`src/shared/csp_consts.vh`:
```
// Constants for the clock source select and PLL rate block.
//
// Contract
// A two-bit source select picks the selected oscillator clock: 01 internal, 10 RC, 11 crystal, 00 unused.
// The oscillator output pin carries the bus frequency for internal or RC and the inverted crystal for crystal.
// The internal oscillator runs freely after every reset, whatever source is selected.
// The internal oscillator stops in stop mode only when the stop-mode disable bit is set.
// Two bits of system_config_two choose the tick reference: 00 internal, 01 RC, 10 crystal, 11 unused.
// RC or crystal feeds the tick reference only when it is also the selected source; internal always does.
// The VCO rate is 2^P times the divided PLL clock, which is four times the bus rate, with P from 0 to 3.
// The VCO rate equals the reference rate times 2^P times N divided by R, with N from 1 to 4095.
// The PLL compares phase at the reference rate divided by R.
// The bus clock runs at half the clock module output, taken from the PLL or the selected oscillator.
// Select bits are copied from the register only at a safe boundary so clocks switch without glitches.
`ifndef CSP_CONSTS_VH
`define CSP_CONSTS_VH

// Register indices; byte address is four times the index.
`define CSP_IDX_SYSTEM_CONFIG_TWO     6'h1D
`define CSP_IDX_PLL_CTRL    6'h1E
`define CSP_IDX_PLL_MULT    6'h1F
`define CSP_IDX_PLL_REFDIV  6'h20
`define CSP_IDX_STATUS      6'h21

// Field positions in system_config_two.
`define CSP_CFG_STOP_DIS    0
`define CSP_CFG_TICK_LO     1
`define CSP_CFG_TICK_HI     2
`define CSP_CFG_OSC_LO      3
`define CSP_CFG_OSC_HI      4

// Field positions in the PLL control register.
`define CSP_PLL_P_LO        0
`define CSP_PLL_P_HI        1
`define CSP_PLL_ON          2

// Source and tick reference encodings.
`define CSP_OSC_NONE        2'h0
`define CSP_OSC_INT         2'h1
`define CSP_OSC_RC          2'h2
`define CSP_OSC_XTAL        2'h3
`define CSP_TICK_INT        2'h0
`define CSP_TICK_RC         2'h1
`define CSP_TICK_XTAL       2'h2

// Reset values.
`define CSP_RST_SYSTEM_CONFIG_TWO     8'h08
`define CSP_RST_PLL_CTRL    3'h0
`define CSP_RST_PLL_MULT    12'h001
`define CSP_RST_PLL_REFDIV  12'h001

// Internal oscillator divide from the 40 MHz system clock.
`define CSP_CLK_HZ          40000000
`define CSP_INTERNAL_OSC_CLOCK_HZ         4000000
`define CSP_INTERNAL_OSC_CLOCK_DIV        12'h00A

`endif

```
`src/logic/csp_pulse_div.v`:
```
// Pulse divider: one output pulse for every div_i input pulses.
`timescale 1ns/1ps
module csp_pulse_div (
    input  wire        clk_i,
    input  wire        rst_i,
    input  wire        run_i,
    input  wire        tick_i,
    input  wire [11:0] div_i,
    output reg         tick_o
);
    reg [11:0] count_reg;
    wire       last_w;

    // A divide of zero behaves as one.
    assign last_w = (div_i == 12'h000) || (count_reg >= div_i - 12'h001);

    always @(posedge clk_i) begin
        if (rst_i || !run_i) begin
            count_reg <= 12'h000;
            tick_o    <= 1'b0;
        end else begin
            tick_o <= tick_i && last_w;
            if (tick_i) begin
                count_reg <= last_w ? 12'h000 : count_reg + 12'h001;
            end
        end
    end
endmodule

```
`src/logic/csp_rate_synth.v`:
```
// Fractional rate synthesiser: out rate is ref rate times mult_i over div_i.
`timescale 1ns/1ps
module csp_rate_synth (
    input  wire        clk_i,
    input  wire        rst_i,
    input  wire        run_i,
    input  wire        ref_tick_i,
    input  wire [14:0] mult_i,
    input  wire [11:0] div_i,
    output reg         tick_o
);
    reg  [19:0] acc_reg;
    wire [19:0] den_w;
    wire        fire_w;
    wire [19:0] acc_next;

    assign den_w    = (div_i == 12'h000) ? 20'h00001 : {8'h00, div_i};
    assign fire_w   = acc_reg >= den_w;
    // Each reference edge adds mult; each output edge spends one divide.
    assign acc_next = acc_reg + (ref_tick_i ? {5'h00, mult_i} : 20'h00000)
                      - (fire_w ? den_w : 20'h00000);

    always @(posedge clk_i) begin
        if (rst_i || !run_i) begin
            acc_reg <= 20'h00000;
            tick_o  <= 1'b0;
        end else begin
            acc_reg <= acc_next;
            tick_o  <= fire_w;
        end
    end
endmodule

```
`src/logic/csp_clock_select.v`:
```
// Clock source selection, tick reference selection and PLL rate model.
`timescale 1ns/1ps
`include "csp_consts.vh"
module csp_clock_select (
    input  wire        clk_i,
    input  wire        rst_i,
    // Wishbone classic slave.
    input  wire        cyc_i,
    input  wire        stb_i,
    input  wire        we_i,
    input  wire [7:0]  adr_i,
    input  wire [3:0]  sel_i,
    input  wire [31:0] dat_i,
    output reg  [31:0] dat_o,
    output reg         ack_o,
    // Oscillator waveforms and mode.
    input  wire        rc_osc_level_i,
    input  wire        xtal_osc_level_i,
    input  wire        stop_mode_i,
    // Clock enables and pin.
    output wire        internal_osc_clock_o,
    output reg         selected_osc_clock_o,
    output reg         tick_reference_clock_o,
    output wire        vco_clock_o,
    output wire        pll_divided_clock_o,
    output wire        pll_compare_o,
    output reg         clock_module_output_o,
    output wire        bus_clock_o,
    output reg         osc_output_pin_o
);

    ////////////////////////////////////////////////////////////////////////////////////////////
    // Registers and state.

    reg  [7:0]  config_two_reg;
    reg  [2:0]  pll_ctrl_reg;
    reg  [11:0] pll_mult_reg;
    reg  [11:0] pll_refdiv_reg;
    reg  [1:0]  osc_sel_reg;
    reg  [1:0]  tick_sel_reg;
    reg         apply_pending_reg;
    reg         rc_prev_reg;
    reg         xtal_prev_reg;
    reg  [31:0] read_next;

    wire        bus_req_w;
    wire        wr_w;
    wire [5:0]  index_w;
    wire        internal_osc_clock_run_w;
    wire        internal_osc_clock_tick_w;
    wire        rc_tick_w;
    wire        xtal_tick_w;
    wire        osc_tick_w;
    wire        ref_tick_w;
    wire        pll_on_w;
    wire [1:0]  p_w;
    wire [14:0] vco_mult_w;
    wire [11:0] p_div_w;
    wire        cgm_tick_w;

    localparam [7:0] cfg_reset_val = `CSP_RST_SYSTEM_CONFIG_TWO;

    ////////////////////////////////////////////////////////////////////////////////////////////
    // Shared decode.

    // Returns the enable of the source named by a code, or zero for unused codes.
    function pick_src;
        input [1:0] code;
        input       code_is_tick;
        input       int_t;
        input       rc_t;
        input       xtal_t;
        reg   [1:0] norm;
        begin
            norm = code;
            if (code_is_tick) begin
                norm = (code == `CSP_TICK_INT)  ? `CSP_OSC_INT  :
                       (code == `CSP_TICK_RC)   ? `CSP_OSC_RC   :
                       (code == `CSP_TICK_XTAL) ? `CSP_OSC_XTAL : `CSP_OSC_NONE;
            end
            case (norm)
                `CSP_OSC_INT:  pick_src = int_t;
                `CSP_OSC_RC:   pick_src = rc_t;
                `CSP_OSC_XTAL: pick_src = xtal_t;
                default:       pick_src = 1'b0;
            endcase
        end
    endfunction

    // Returns a power of two, 2^p, for p from 0 to 3.
    function [11:0] pow2;
        input [1:0] p;
        begin
            pow2 = 12'h001 << p;
        end
    endfunction

    ////////////////////////////////////////////////////////////////////////////////////////////
    // Wishbone slave: one wait cycle, ack for one cycle, unmapped reads return zero.

    assign bus_req_w = cyc_i && stb_i && !ack_o;
    // Writes land at the edge where the master sees ack high, while it still holds the request.
    assign wr_w      = cyc_i && stb_i && ack_o && we_i && sel_i[0];
    assign index_w   = adr_i[7:2];

    always @* begin
        read_next = 32'h00000000;
        case (index_w)
            `CSP_IDX_SYSTEM_CONFIG_TWO:    read_next = {24'h000000, config_two_reg};
            `CSP_IDX_PLL_CTRL:   read_next = {29'h00000000, pll_ctrl_reg};
            `CSP_IDX_PLL_MULT:   read_next = {20'h00000, pll_mult_reg};
            `CSP_IDX_PLL_REFDIV: read_next = {20'h00000, pll_refdiv_reg};
            `CSP_IDX_STATUS:     read_next = {26'h0000000, apply_pending_reg,
                                              !internal_osc_clock_run_w, tick_sel_reg, osc_sel_reg};
            default:             read_next = 32'h00000000;
        endcase
    end

    always @(posedge clk_i) begin
        if (rst_i) begin
            ack_o <= 1'b0;
            dat_o <= 32'h00000000;
        end else begin
            ack_o <= bus_req_w;
            if (bus_req_w && !we_i) begin
                dat_o <= read_next;
            end
        end
    end

    // Byte lane 0 gates every register write; the PLL multiplier and divider also need lane 1; lanes 2 and 3 are ignored.
    always @(posedge clk_i) begin
        if (rst_i) begin
            config_two_reg <= `CSP_RST_SYSTEM_CONFIG_TWO;
            pll_ctrl_reg   <= `CSP_RST_PLL_CTRL;
            pll_mult_reg   <= `CSP_RST_PLL_MULT;
            pll_refdiv_reg <= `CSP_RST_PLL_REFDIV;
        end else if (wr_w) begin
            case (index_w)
                `CSP_IDX_SYSTEM_CONFIG_TWO:    config_two_reg <= dat_i[7:0];
                `CSP_IDX_PLL_CTRL:   pll_ctrl_reg   <= dat_i[2:0];
                `CSP_IDX_PLL_MULT: begin
                    // multiplier range
                    if (sel_i[1]) begin
                        pll_mult_reg <= (dat_i[11:0] == 12'h000) ? 12'h001 : dat_i[11:0];
                    end
                end
                `CSP_IDX_PLL_REFDIV: begin
                    if (sel_i[1]) begin
                        pll_refdiv_reg <= (dat_i[11:0] == 12'h000) ? 12'h001 : dat_i[11:0];
                    end
                end
                default: ;
            endcase
        end
    end

    ////////////////////////////////////////////////////////////////////////////////////////////
    // Active select bits.

    // safe switch point
    always @(posedge clk_i) begin
        if (rst_i) begin
            osc_sel_reg       <= cfg_reset_val[`CSP_CFG_OSC_HI:`CSP_CFG_OSC_LO];
            tick_sel_reg      <= cfg_reset_val[`CSP_CFG_TICK_HI:`CSP_CFG_TICK_LO];
            apply_pending_reg <= 1'b0;
        end else if (wr_w && index_w == `CSP_IDX_SYSTEM_CONFIG_TWO) begin
            apply_pending_reg <= 1'b1;
        end else if (apply_pending_reg && (internal_osc_clock_tick_w || !internal_osc_clock_run_w)) begin
            osc_sel_reg       <= config_two_reg[`CSP_CFG_OSC_HI:`CSP_CFG_OSC_LO];
            tick_sel_reg      <= config_two_reg[`CSP_CFG_TICK_HI:`CSP_CFG_TICK_LO];
            apply_pending_reg <= 1'b0;
        end
    end

    ////////////////////////////////////////////////////////////////////////////////////////////
    // Oscillator sources.

    // free-running oscillator
    // stop-mode disable
    assign internal_osc_clock_run_w = !(stop_mode_i && config_two_reg[`CSP_CFG_STOP_DIS]);

    csp_pulse_div u_internal_osc_clock_div (
        .clk_i  (clk_i),
        .rst_i  (rst_i),
        .run_i  (internal_osc_clock_run_w),
        .tick_i (1'b1),
        .div_i  (`CSP_INTERNAL_OSC_CLOCK_DIV),
        .tick_o (internal_osc_clock_tick_w)
    );

    assign internal_osc_clock_o = internal_osc_clock_tick_w;

    always @(posedge clk_i) begin
        if (rst_i) begin
            rc_prev_reg   <= 1'b0;
            xtal_prev_reg <= 1'b0;
        end else begin
            rc_prev_reg   <= rc_osc_level_i;
            xtal_prev_reg <= xtal_osc_level_i;
        end
    end

    // external oscillators live only when selected
    assign rc_tick_w   = rc_osc_level_i && !rc_prev_reg && (osc_sel_reg == `CSP_OSC_RC);
    assign xtal_tick_w = xtal_osc_level_i && !xtal_prev_reg && (osc_sel_reg == `CSP_OSC_XTAL);

    // source mux
    assign osc_tick_w = pick_src(osc_sel_reg, 1'b0, internal_osc_clock_tick_w, rc_tick_w, xtal_tick_w);

    always @(posedge clk_i) begin
        if (rst_i) begin
            selected_osc_clock_o   <= 1'b0;
            tick_reference_clock_o <= 1'b0;
        end else begin
            selected_osc_clock_o   <= osc_tick_w;
            // tick reference mux
            tick_reference_clock_o <= pick_src(tick_sel_reg, 1'b1, internal_osc_clock_tick_w,
                                               rc_tick_w, xtal_tick_w);
        end
    end

    ////////////////////////////////////////////////////////////////////////////////////////////
    // PLL rate model.

    assign pll_on_w   = pll_ctrl_reg[`CSP_PLL_ON];
    assign p_w        = pll_ctrl_reg[`CSP_PLL_P_HI:`CSP_PLL_P_LO];
    assign ref_tick_w = selected_osc_clock_o;

    // VCO rate is ref times 2^P times N over R
    assign vco_mult_w = {3'h0, pll_mult_reg} << p_w;

    csp_rate_synth u_vco (
        .clk_i      (clk_i),
        .rst_i      (rst_i),
        .run_i      (pll_on_w),
        .ref_tick_i (ref_tick_w),
        .mult_i     (vco_mult_w),
        .div_i      (pll_refdiv_reg),
        .tick_o     (vco_clock_o)
    );

    // phase compare at ref over R
    csp_pulse_div u_cmp_div (
        .clk_i  (clk_i),
        .rst_i  (rst_i),
        .run_i  (pll_on_w),
        .tick_i (ref_tick_w),
        .div_i  (pll_refdiv_reg),
        .tick_o (pll_compare_o)
    );

    // divided PLL clock is VCO over 2^P
    assign p_div_w = pow2(p_w);

    csp_pulse_div u_p_div (
        .clk_i  (clk_i),
        .rst_i  (rst_i),
        .run_i  (pll_on_w),
        .tick_i (vco_clock_o),
        .div_i  (p_div_w),
        .tick_o (pll_divided_clock_o)
    );

    // PLL path halves the divided clock so bus is a quarter of it
    csp_pulse_div u_pclk_half (
        .clk_i  (clk_i),
        .rst_i  (rst_i),
        .run_i  (pll_on_w),
        .tick_i (pll_divided_clock_o),
        .div_i  (pow2(2'h1)),
        .tick_o (cgm_tick_w)
    );

    ////////////////////////////////////////////////////////////////////////////////////////////
    // Clock module output, bus clock and pin.

    always @(posedge clk_i) begin
        if (rst_i) begin
            clock_module_output_o <= 1'b0;
        end else begin
            clock_module_output_o <= pll_on_w ? cgm_tick_w : selected_osc_clock_o;
        end
    end

    // bus clock is half the module output
    csp_pulse_div u_bus_div (
        .clk_i  (clk_i),
        .rst_i  (rst_i),
        .run_i  (1'b1),
        .tick_i (clock_module_output_o),
        .div_i  (pow2(2'h1)),
        .tick_o (bus_clock_o)
    );

    // for internal or RC the pin toggles every module output edge, a square wave at bus rate; for crystal it is the inverted crystal
    always @(posedge clk_i) begin
        if (rst_i) begin
            osc_output_pin_o <= 1'b0;
        end else if (osc_sel_reg == `CSP_OSC_XTAL) begin
            osc_output_pin_o <= !xtal_osc_level_i;
        end else if (clock_module_output_o) begin
            osc_output_pin_o <= !osc_output_pin_o;
        end
    end

endmodule

```
`config.mk`:
```
export PLATFORM = sky130hd
export DESIGN_NAME = csp_clock_select
export DESIGN_NICKNAME = d
export VERILOG_FILES = /design/src/logic/csp_pulse_div.v /design/src/logic/csp_rate_synth.v /design/src/logic/csp_clock_select.v
export VERILOG_INCLUDE_DIRS = /design/src /design/src/shared
export SDC_FILE = /design/constraint.sdc
export NUM_CORES = 1
export LEC_CHECK = 0
export BUFFER_PORTS_ARGS = -buffer_cell sky130_fd_sc_hd__buf_2
export CAP_MARGIN = 20
export CORE_ASPECT_RATIO = 2
export CORE_MARGIN = 3
export CORE_UTILIZATION = 55
export DETAILED_ROUTE_END_ITERATION = 16
export MAX_ROUTING_LAYER = met4
export PLACE_DENSITY = 0.82
export SYNTH_ARGS = -nofsm -noshare
export SYNTH_HDL_FRONTEND = slang
export SYNTH_SLANG_ARGS = --single-unit
export TNS_END_PERCENT = 20
```
`constraint.sdc`:
```
create_clock -name clk_i -period 8.7 [get_ports clk_i]
set_clock_uncertainty 0.15 [all_clocks]
set_input_delay 1.305 -clock clk_i [delete_from_list [all_inputs] [get_ports clk_i]]
set_output_delay 1.305 -clock clk_i [all_outputs]
set_load 0.02 [all_outputs]
```
==> results.md, run 1 <==
* 145 — register bit total from synthesis
* 35290 um — global-route wire length before repair
* 95.70 um — Die X
* 0 — final hold violation count
* 0 — # Max-Cap Violations
* dfxtp_1 — most common library cell in the layout ignoring fill and taps
* 0.508 — share of power burned in the clock network
* 94 — # IOs
* 0 — Diodes inserted
* 6389 ps — minimum period implied by the final worst setup slack
* 0.9679 — placer congestion estimate
* no — setup repair after global routing missed its margin
* 0.2615 — Overall Global Routing Usage
* 7607 — number of global-route vias before repair
* 17.14 um — average wire per standard cell
* 0.034 — Comb pwr share
* o221ai_1 — cell with the largest stage delay on the worst path
* dfxtp_1 — most common flop cell mapped by yosys
* 185.4 um — vertical die dimension
* 1.466 mW — Power, Total
* 0.01578 sq mm — Core Box Area
* 145 — sink count of the clock tree
* dat_o[4] — min-delay src
* 150.2 mW/mm^2 — power density cells
* 1198 — number of nets in the finished design
* 20 — cell count of the worst reg-to-reg path
* inv_1, ha_1, nor3b_1, nand2_1, nor3b_2, or2_2, ha_1, nand2b_1, a21o_1, a211oi_1, o221ai_1, and2_1, fa_1, inv_1, ha_1, a21oi_1, o211ai_2, a41oi_2, nor3b_1, or4_1 — sequence of cells on the critical path
* 2 — Max Buffers Root-to-Sink
* pll_refdiv_reg[0] — beginning of the worst register-to-register path
* 0 — Max Transition Viols Final
* 2 — worst hold path depth
* ha_1 — cell seen most often among critical-path stages
* 17 — TritonCTS Buffers
* clkbuf_16 — cell at the root of the clock tree
* 0.6188 — Final Core Density
* 10.32% — post-synthesis to final-layout area growth
* 4 — Clock H-tree levels
* 0.5609 — Initial Util
* 0.1409 mV — worst ir drop on vdd
* 63 — maximum number of pins on one net before global-route repair
* dfxtp_1, ha_1, mux2i_1 — ranking of synthesized cells by area
* 0 — setup violators final
* 0 — total of warnings raised by yosys
* 0.3413 mW — net switching power of the design
* 8850 ps — data required time at the worst endpoint
* 13 — worst-path maximum fanout
* 6540 ps — arrival time at the worst endpoint
* yes — clock tree from TritonCTS
* 0.01774 sq mm — overall die area
* flop — capturing element type of the critical path
* 16010 um — final HPWL from detailed placement
* 2310 ps — FF-to-FF setup slack
* 0 — Post-CTS Setup Repair Bufs
* 0 — count of instances resized after the clock tree is built
* 0 — DRT antenna net count
* 0.2328 — fraction of power spent switching nets
* 0.3280 — top cell type's share of synthesized area
* 0 ps — setup TNS
* 3.950 nW — Leakage Power
* 49 — Port Buffer Count
* 20 — flip-flop count of the largest register after layout
* finished clean — status
* 7594 — Vias
* flop — element type at the critical path start
* dat_o[4] — Min-Delay Endpoint
* 0.458 — part of the power in registers
* 1015 — cell count after synthesis
* 0.7343 — final worst path period share
* 476 — Detailed Route Iter0 Violations
* 70 ps — CTS clock-pin slew for the worst setup and hold paths
* 1051 ps — Worst Tran Pin Value
* 68 — number of distinct standard cells referenced by the synthesized netlist
* 315.8 ps — worst hold slack across all endpoints
* 1349 — number of filler instances in the final layout
* dfxtp_1, nor2_1, inv_1 — top library cells by usage in the layout, fill and taps aside
* 0.2996 — Slew headroom
* dfxtp_1 — largest area contributor in the synthesized netlist
* flop to flop — critical path type
* 0 — quantity of hold-fixing buffers added after cts
* 530 ps — stage delay of the slowest cell on the critical path
* 0.3280 — portion of the post-synthesis area used by sequential elements
* flop to flop — Tightest Hold Check Type
* 8.719 sq um — Avg Cell Area, Syn
* 0 — total congestion overflow
* 5.965 — vias per inst
* 430 ps — later-pin clock latency in the skew report
* 65 — row count
* 0.008850 sq mm — Syn Std Cell Area
* 0.1565 GHz — maximum operating frequency
* 0.1007 — share of post-route cells with drive strength above 1
* 0.002903 sq mm — footprint of the flip-flops and latches
* 21820 um — total detailed-routing wirelength
* 0 — number of antenna violations at the first check in global routing
* 0 — number of flops mapped to enable cells by yosys
* 0.005408 sq mm — multi-input gate area in the final layout
* 0 — drc violations
* u_vco.acc_reg[19] — capture point of the worst reg-to-reg path
* 0 — Post-synth ARST share
* 5 — number of detailed-routing iterations run before antenna repair
* 1.125 mW — internal power
==> worst max path at each step <==
| stage | from | end | slack (ps) | cells after the start |
|---|---|---|---|---|
| after floorplan | pll_refdiv_reg[0] | u_vco.acc_reg[19] | 3690 | 21 |
| after global placement | pll_refdiv_reg[0] | u_vco.acc_reg[19] | 2570 | 20 |
| after detailed placement | pll_refdiv_reg[0] | u_vco.acc_reg[19] | 2510 | 20 |
| after CTS | pll_refdiv_reg[0] | u_vco.acc_reg[19] | 2390 | 20 |
| after global routing | pll_refdiv_reg[0] | u_vco.acc_reg[19] | 2010 | 20 |
| final | pll_refdiv_reg[0] | u_vco.acc_reg[19] | 2310 | 20 |
==> cell families (layout without fill, tap and decap cells) <==
family,after synthesis,after routing,synth area share
buffers and inverters,139,166,0.07366
other,2,32,0.0008486
and+or+nand+nor,372,372,0.2118
muxes,62,62,0.08327
DFF,145,145,0.3280
xor gates and xnor gates,50,50,0.04948
AOI/OAI and AO/OA,158,158,0.1198
adders and majority gates,87,87,0.1332
==> through the flow <==
step / instances / cell area (sq um) / setup slack, ps
2_1_floorplan: 1045 / 8962 / 3692
3_3_place_gp: 1240 / 9138 / 2574
3_5_place_dp: 1240 / 9138 / 2511
4_1_cts: 1272 / 9736 / 2391
5_1_grt: 1273 / 9763 / 2014
6_report: 1273 / 9763 / 2311
==> area by class of cell <==
| type | instances | area share |
|---|---|---|
| well taps | 201 | 0.02576 |
| repair buffers | 54 | 0.03101 |
| clock buffers | 19 | 0.04639 |
| inverters | 80 | 0.03076 |
| multi-input cells | 761 | 0.5539 |
| flip-flops and latches | 145 | 0.2973 |
| clock inverters | 13 | 0.01487 |
==> critical path: cells and delay by family, from the launching register on <==
family                     cells  cell delay (ps)
DFF                            1              350
buffers and inverters          2              160
AOI/OAI and AO/OA              6             2050
adders and majority gates      4             1270
and+or+nand+nor                8             2250
==> power groups by stage <==
stage / Sequential, mW / Clock, mW / Combinational (mW)
6_report: 0.672 / 0.744 / 0.0498
5_1_grt: 0.672 / 0.780 / 0.0543
4_1_cts: 0.672 / 0.752 / 0.0491
3_5_place_dp: 0.687 / 0 / 0.0484
3_3_place_gp: 0.686 / 0 / 0.0477
2_1_floorplan: 0.689 / 0 / 0.0352
==> cell usage after synthesis (7+ instances only) <==
cell        n
dfxtp_1   145
nor2_1    121
inv_1      79
ha_1       75
nand2_1    67
mux2i_1    50
a21oi_1    45
nand3_1    29
xor2_1     28
clkbuf_1   26
nor4_1     26
o21ai_0    25
buf_4      23
and2_1     22
xnor2_1    22
nor3_1     18
and3_1     17
nand4_1    16
fa_1       12
nand2b_1   12
a211oi_1   10
a31oi_1    10
nor2b_1    10
a22o_1      9
mux4_2      9
o211ai_1    7
o21a_1      7
==> layer usage <==
metal | wire [um] | GRT usage | share of wire | vias to the layer above
met3 | 864 | 0.04634 | 0.040 | 127
met5 | 0 | - | 0 | -
met1 | 7679 | 0.2489 | 0.35 | 3620
met2 | 11670 | 0.4629 | 0.53 | 250
li1 | - | - | - | 3597
met4 | 1604 | 0.1796 | 0.074 | 0
(Power assumes the default switching activity.)
==> run 2, diff against run 1 <==
CORE_UTILIZATION = 54   (was 55)
PLACE_DENSITY = 0.84   (was 0.82)
clock period = 5.5 ns   (was 8.7 ns; I/O delays follow)
==> results.md, run 2 (same netlist as run 1, synthesis figures left out) <==
* 60 ps — CTS clock-pin slew for the worst setup and hold paths, about the same
* 2 — worst hold path depth, unchanged
* 0.4456 — Slew headroom, +0.1460
* 4 — Clock H-tree levels, unchanged
* 232.5 mW/mm^2 — power density cells, +55%
* 11.48% — post-synthesis to final-layout area growth
* flop to flop — critical path type
* 7743 — Vias, +2.0%
* 140 ps — FF-to-FF setup slack, -2180 ps
* 0.9871 — placer congestion estimate, +2.0%
* 0 — DRT antenna net count, unchanged
* 5364 ps — minimum period implied by the final worst setup slack, -1025 ps
* 0 — quantity of hold-fixing buffers added after cts, unchanged
* 0 — Max Transition Viols Final, unchanged
* 6.016 — vias per inst, +0.85%
* u_vco.acc_reg[19] — capture point of the worst reg-to-reg path
* 0.2612 — Overall Global Routing Usage, -0.0003424
* 9 — worst-path maximum fanout, -4
* 0 — number of antenna violations at the first check in global routing, unchanged
* 145 — sink count of the clock tree, unchanged
* dfxtp_1, nor2_1, inv_1 — top library cells by usage in the layout, fill and taps aside
* dat_o[6] — Min-Delay Endpoint
* 0.01805 sq mm — overall die area, +1.8%
* flop — capturing element type of the critical path
* 21 — cell count of the worst reg-to-reg path, +5.0%
* 96.52 um — Die X, +0.86%
* 49 — Port Buffer Count, unchanged
* 0 — total congestion overflow, unchanged
* 16530 um — final HPWL from detailed placement, +3.2%
* 36210 um — global-route wire length before repair, +2.6%
* 0 — Diodes inserted, unchanged
* 0 — final hold violation count, unchanged
* 430 ps — later-pin clock latency in the skew report, about the same
* 7781 — number of global-route vias before repair, +2.3%
* 0.005443 sq mm — multi-input gate area in the final layout, +0.65%
* pll_refdiv_reg[0] — start point of the critical path
* 493 — Detailed Route Iter0 Violations, +3.6%
* clkbuf_16 — cell at the root of the clock tree
* 5660 ps — data required time at the worst endpoint, -3190 ps
* 0.9752 — final worst path period share, +0.2409
* 94 — # IOs, unchanged
* 0.04187 — global-route met3 utilization, -0.004474
* dfxtp_1 — most common library cell in the layout ignoring fill and taps
* 20 — flip-flop count of the largest register after layout, unchanged
* 0 — drc violations, unchanged
* 2 — Max Buffers Root-to-Sink, unchanged
* 1212 — number of nets in the finished design, +1.2%
* 62 — maximum number of pins on one net before global-route repair, -1.6%
* finished clean — status
* 136.3 ps — min setup slack post-route, -2175 ps
* 22270 um — total detailed-routing wirelength, +2.1%
* 0.6189 — Final Core Density, about the same
* flop to flop — Tightest Hold Check Type
* 0.002903 sq mm — footprint of the flip-flops and latches, unchanged
* 4.015 nW — Leakage Power, +1.7%
* dat_o[6] — min-delay src
* 0 — # Max-Cap Violations, unchanged
* 0 — setup violators final, unchanged
* 0.5552 — Initial Util, -0.005724
* 187.0 um — vertical die dimension, +0.89%
* 65 — row count, unchanged
* 17.31 um — average wire per standard cell, +0.96%
* flop — element type at the critical path start
* 0.3080 mV — worst ir drop on vdd, +120%
* pll_refdiv_reg[0] — beginning of the worst register-to-register path
* 0.1160 — share of post-route cells with drive strength above 1, +0.01528
* 1345 — number of filler instances in the final layout, -0.30%
* 0.01594 sq mm — Core Box Area, +1.0%
* 0.2478 — GR met1 Demand/Resource, -0.001091
* 0.1864 GHz — maximum operating frequency, +19%
* 6 — number of detailed-routing iterations run before antenna repair, +1
* 830.4 ps — Worst Tran Pin Value, -220.2 ps
* yes — clock tree from TritonCTS
* 17 — TritonCTS Buffers, unchanged
* met2 — most congested layer reported by global routing
* 0.4683 — met2 usage, +0.005406
* 100.6 ps — dpl ws, -2411 ps
* 5520 ps — arrival time at the worst endpoint, -1020 ps
[run 2: cell count changes in the layout (fill, tap and decap cells not counted), moves of 2 or more]
cell	delta
a21oi_1	-3
a21oi_2	+3
buf_4	+15
clkbuf_1	+2
clkbuf_8	-2
[run 2: through the flow]
stage / total power [mW] / std cells / cell area (sq um) / hold WS, ps / TNS [ps]
6_report: 2.294 / 1287 / 9866 / 322.8 / 0
5_1_grt: 2.357 / 1287 / 9866 / 341.7 / -20.85
4_1_cts: 2.307 / 1286 / 9823 / 315.3 / 0
3_5_place_dp: 1.163 / 1254 / 9243 / 301.1 / 0
3_3_place_gp: 1.162 / 1254 / 9243 / 286.3 / 0
2_1_floorplan: 1.145 / 1045 / 8962 / 287.2 / 0
[run 2: layer usage]
layer  routed length, um  share of wire  vias to the layer above
met5                   0              0                        -
met4                1397          0.063                        0
met3                 994          0.045                      105
met2               12280           0.55                      290
met1                7604           0.34                     3714
li1                    -              -                     3634
[run 2: worst max-delay path by stage]
stage,endpoint,slack (ps),depth (start not counted)
after floorplan,u_vco.acc_reg[19],490,21
after global placement,u_vco.acc_reg[19],200,21
after detailed placement,u_vco.acc_reg[19],100,21
after CTS,u_vco.acc_reg[19],20,21
after global routing,u_vco.acc_reg[19],-10,21
final,u_vco.acc_reg[19],140,21
[run 2: area by class of cell]
type | count | area share
multi-input cells | 761 | 0.5517
flip-flops and latches | 145 | 0.2942
clock buffers | 19 | 0.04388
repair buffers | 68 | 0.03932
inverters | 80 | 0.03044
well taps | 201 | 0.02549
clock inverters | 13 | 0.01497
[run 2: where the power goes]
group	internal [mW]	leakage [nW]	switching, mW
combinational	0.0220	2.56	0.0566
sequential	1.06	1.17	0.00486
clock	0.677	0.284	0.476
total	1.76	4.02	0.537
[run 2: worst max-delay path, cell delays in order, from the launching register on]
cell,delay [ps]
dfxtp_1,340
inv_1,80
ha_1,180
nor3b_2,220
nand2_1,130
nor3b_2,270
or2_2,190
ha_1,220
nand2b_1,140
a21o_1,180
a211oi_1,270
o221ai_1,210
buf_4,210
and2_1,170
fa_1,510
inv_1,50
ha_1,380
o211ai_1,150
o211ai_2,270
a41oi_4,210
and3_1,220
or4_1,500
[run 2: timing repair]
action,in CTS,in global routing
setup endpoints to repair,0,3
gates resized for setup,0,7
buffers inserted,0,1
==> run 3, diff against run 2 <==
CORE_UTILIZATION = 55   (was 54)
PLACE_DENSITY = 0.82   (was 0.84)
clock period = 5.42 ns   (was 5.5 ns; I/O delays follow)
==> results.md, run 3 (same netlist as run 1, synthesis figures left out) <==
* 0.1220 — share of post-route cells with drive strength above 1, +0.005996
* inv_1, ha_1, nor3b_2, nand2_1, nor3b_2, or2_2, ha_1, nand2b_1, a21o_1, a211oi_2, o221ai_1, buf_4, and2_1, fa_1, inv_1, ha_1, o211ai_1, o211ai_2, a41oi_2, and3_1, or4_1 — sequence of cells on the critical path
* 1257 — placed instance count, +0.24%
* 430 ps — later-pin clock latency in the skew report, about the same
* finished clean — status
* 0.2674 — Overall Global Routing Usage, +0.006266
* 0 — DRT antenna net count, unchanged
* 3 — WP buf/inv, unchanged
* 236.5 mW/mm^2 — power density cells, +1.7%
* 0.9896 — placer congestion estimate, +0.25%
* flop — element type at the critical path start
* 0 — total congestion overflow, unchanged
* 35770 um — global-route wire length before repair, -1.2%
* 94 — # IOs, unchanged
* 17.41 um — average wire per standard cell, +0.60%
* no — setup repair after global routing missed its margin
* 5.933 — vias per inst, -1.4%
* flop — capturing element type of the critical path
* 1328 — number of filler instances in the final layout, -1.3%
* 578 — Detailed Route Iter0 Violations, +17%
* 185.4 um — vertical die dimension, -0.88%
* 11.99% — post-synthesis to final-layout area growth
* 65 — row count, unchanged
* 6 — number of detailed-routing iterations run before antenna repair, unchanged
* 70 ps — CTS clock-pin slew for the worst setup and hold paths, about the same
* 510 ps — stage delay of the slowest cell on the critical path, about the same
* 22490 um — total detailed-routing wirelength, +0.99%
* 7643 — number of global-route vias before repair, -1.8%
* 5175 ps — minimum period implied by the final worst setup slack, -189.0 ps
* 0 ps — setup TNS, unchanged
* flop to flop — Tightest Hold Check Type
* 0.002903 sq mm — footprint of the flip-flops and latches, unchanged
* ha_1 — cell seen most often among critical-path stages
* 0.9547 — final worst path period share, -0.02048
* dfxtp_1 — most common library cell in the layout ignoring fill and taps
* 17 — TritonCTS Buffers, unchanged
* 0 — # Max-Cap Violations, unchanged
* 4.031 nW — Leakage Power, +0.40%
* 0.1932 GHz — maximum operating frequency, +3.7%
* 0 — Max Transition Viols Final, unchanged
* 0.5609 — Initial Util, +0.005724
* 145 — sink count of the clock tree, unchanged
* yes — clock tree from TritonCTS
* fa_1 — cell with the largest stage delay on the worst path
* 2 — Max Buffers Root-to-Sink, unchanged
* 20 — flip-flop count of the largest register after layout, unchanged
* dfxtp_1, nor2_1, inv_1 — top library cells by usage in the layout, fill and taps aside
* 1 — number of antenna violations at the first check in global routing, +1
* 996.0 ps — Worst Tran Pin Value, +165.6 ps
* 1216 — number of nets in the finished design, +0.33%
* 0.01774 sq mm — overall die area, -1.7%
* 4 — Clock H-tree levels, unchanged
* 1292 — Post-Layout Cell Count, +0.39%
* clkbuf_16 — cell at the root of the clock tree
* 0 — final hold violation count, unchanged
* flop to flop — critical path type
* 95.70 um — Die X, -0.85%
* 0.005444 sq mm — multi-input gate area in the final layout, about the same
* 0 — setup violators final, unchanged
* 37 — maximum number of pins on one net before global-route repair, -40%
* 0.01578 sq mm — Core Box Area, -1.0%
* 16900 um — final HPWL from detailed placement, +2.2%
* 0.3351 — Slew headroom, -0.1106
* 0 — quantity of hold-fixing buffers added after cts, unchanged
* 5330 ps — arrival time at the worst endpoint, -190 ps
* 49 — Port Buffer Count, unchanged
* 0 — drc violations, unchanged
* 5570 ps — data required time at the worst endpoint, -90 ps
* simple AND/OR/NAND/NOR gates — family of cells with the greatest summed delay on the critical path
* 7665 — Vias, -1.0%
* 7 — worst-path maximum fanout, -2
* 0.2309 mV — worst ir drop on vdd, -25%
-- run 3: cell type report --
class | count | share of cell area
antenna | 1 | 0.0002525
clock buffer | 18 | 0.04431
clock inverter | 14 | 0.01540
inverter | 80 | 0.03030
multi-input combinational | 761 | 0.5493
sequential | 145 | 0.2929
tap | 201 | 0.02538
timing repair buffer | 72 | 0.04217
-- run 3: worst reg2reg max path, cell delays in order, from the launching register on --
cell	delay [ps]
dfxtp_1	310
inv_1	90
ha_1	190
nor3b_2	200
nand2_1	110
nor3b_2	290
or2_2	210
ha_1	240
nand2b_1	150
a21o_1	190
a211oi_2	230
o221ai_1	170
buf_4	190
and2_1	170
fa_1	510
inv_1	50
ha_1	340
o211ai_1	130
o211ai_2	230
a41oi_2	200
and3_1	210
or4_1	510
-- run 3: per-stage QoR --
stage	hold slack [ps]	setup WS [ps]	area [sq um]	power, mW	util
after CTS	307.8	50.23	9857	2.358	0.6247
after global placement	291.3	246.0	9265	1.179	0.5872
after global routing	361.1	5.085	9911	2.410	0.6282
after floorplan	287.2	412.1	8962	1.162	-
final	310.5	245.3	9911	2.344	0.6282
after detailed placement	293.3	105.1	9265	1.181	0.5872
-- run 3: final timing paths --
path | startpoint | endpoint | slack (ps) | cells after the start
max reg2reg | pll_refdiv_reg[0] | u_vco.acc_reg[19] | 250 | 21
min reg2reg | dat_o[6] | dat_o[6] | 310 | 2
min | dat_o[6] | dat_o[6] | 310 | 2
max | pll_refdiv_reg[0] | u_vco.acc_reg[19] | 250 | 21
-- run 3: report_power, final --
part           internal [mW]  leakage (nW)  switching, mW  total (mW)
Sequential              1.07          1.17        0.00676        1.08
Clock                  0.696         0.285          0.488        1.18
Combinational         0.0223          2.57         0.0566      0.0789
-- run 3: per-layer routing --
metal | global-route usage | part of all wire | vias up
li1 | - | - | 3634
met1 | 0.2469 | 0.34 | 3650
met2 | 0.4805 | 0.54 | 255
met3 | 0.04187 | 0.036 | 126
met4 | 0.1938 | 0.078 | 0
met5 | - | 0 | -
-- run 3: what timing repair did --
item | 4_1_cts | 5_1_grt
gates resized for setup | 0 | 7
hold endpoints to repair | 0 | 0
endpoints found under the setup margin | 0 | 9
setup buffers | 0 | 2
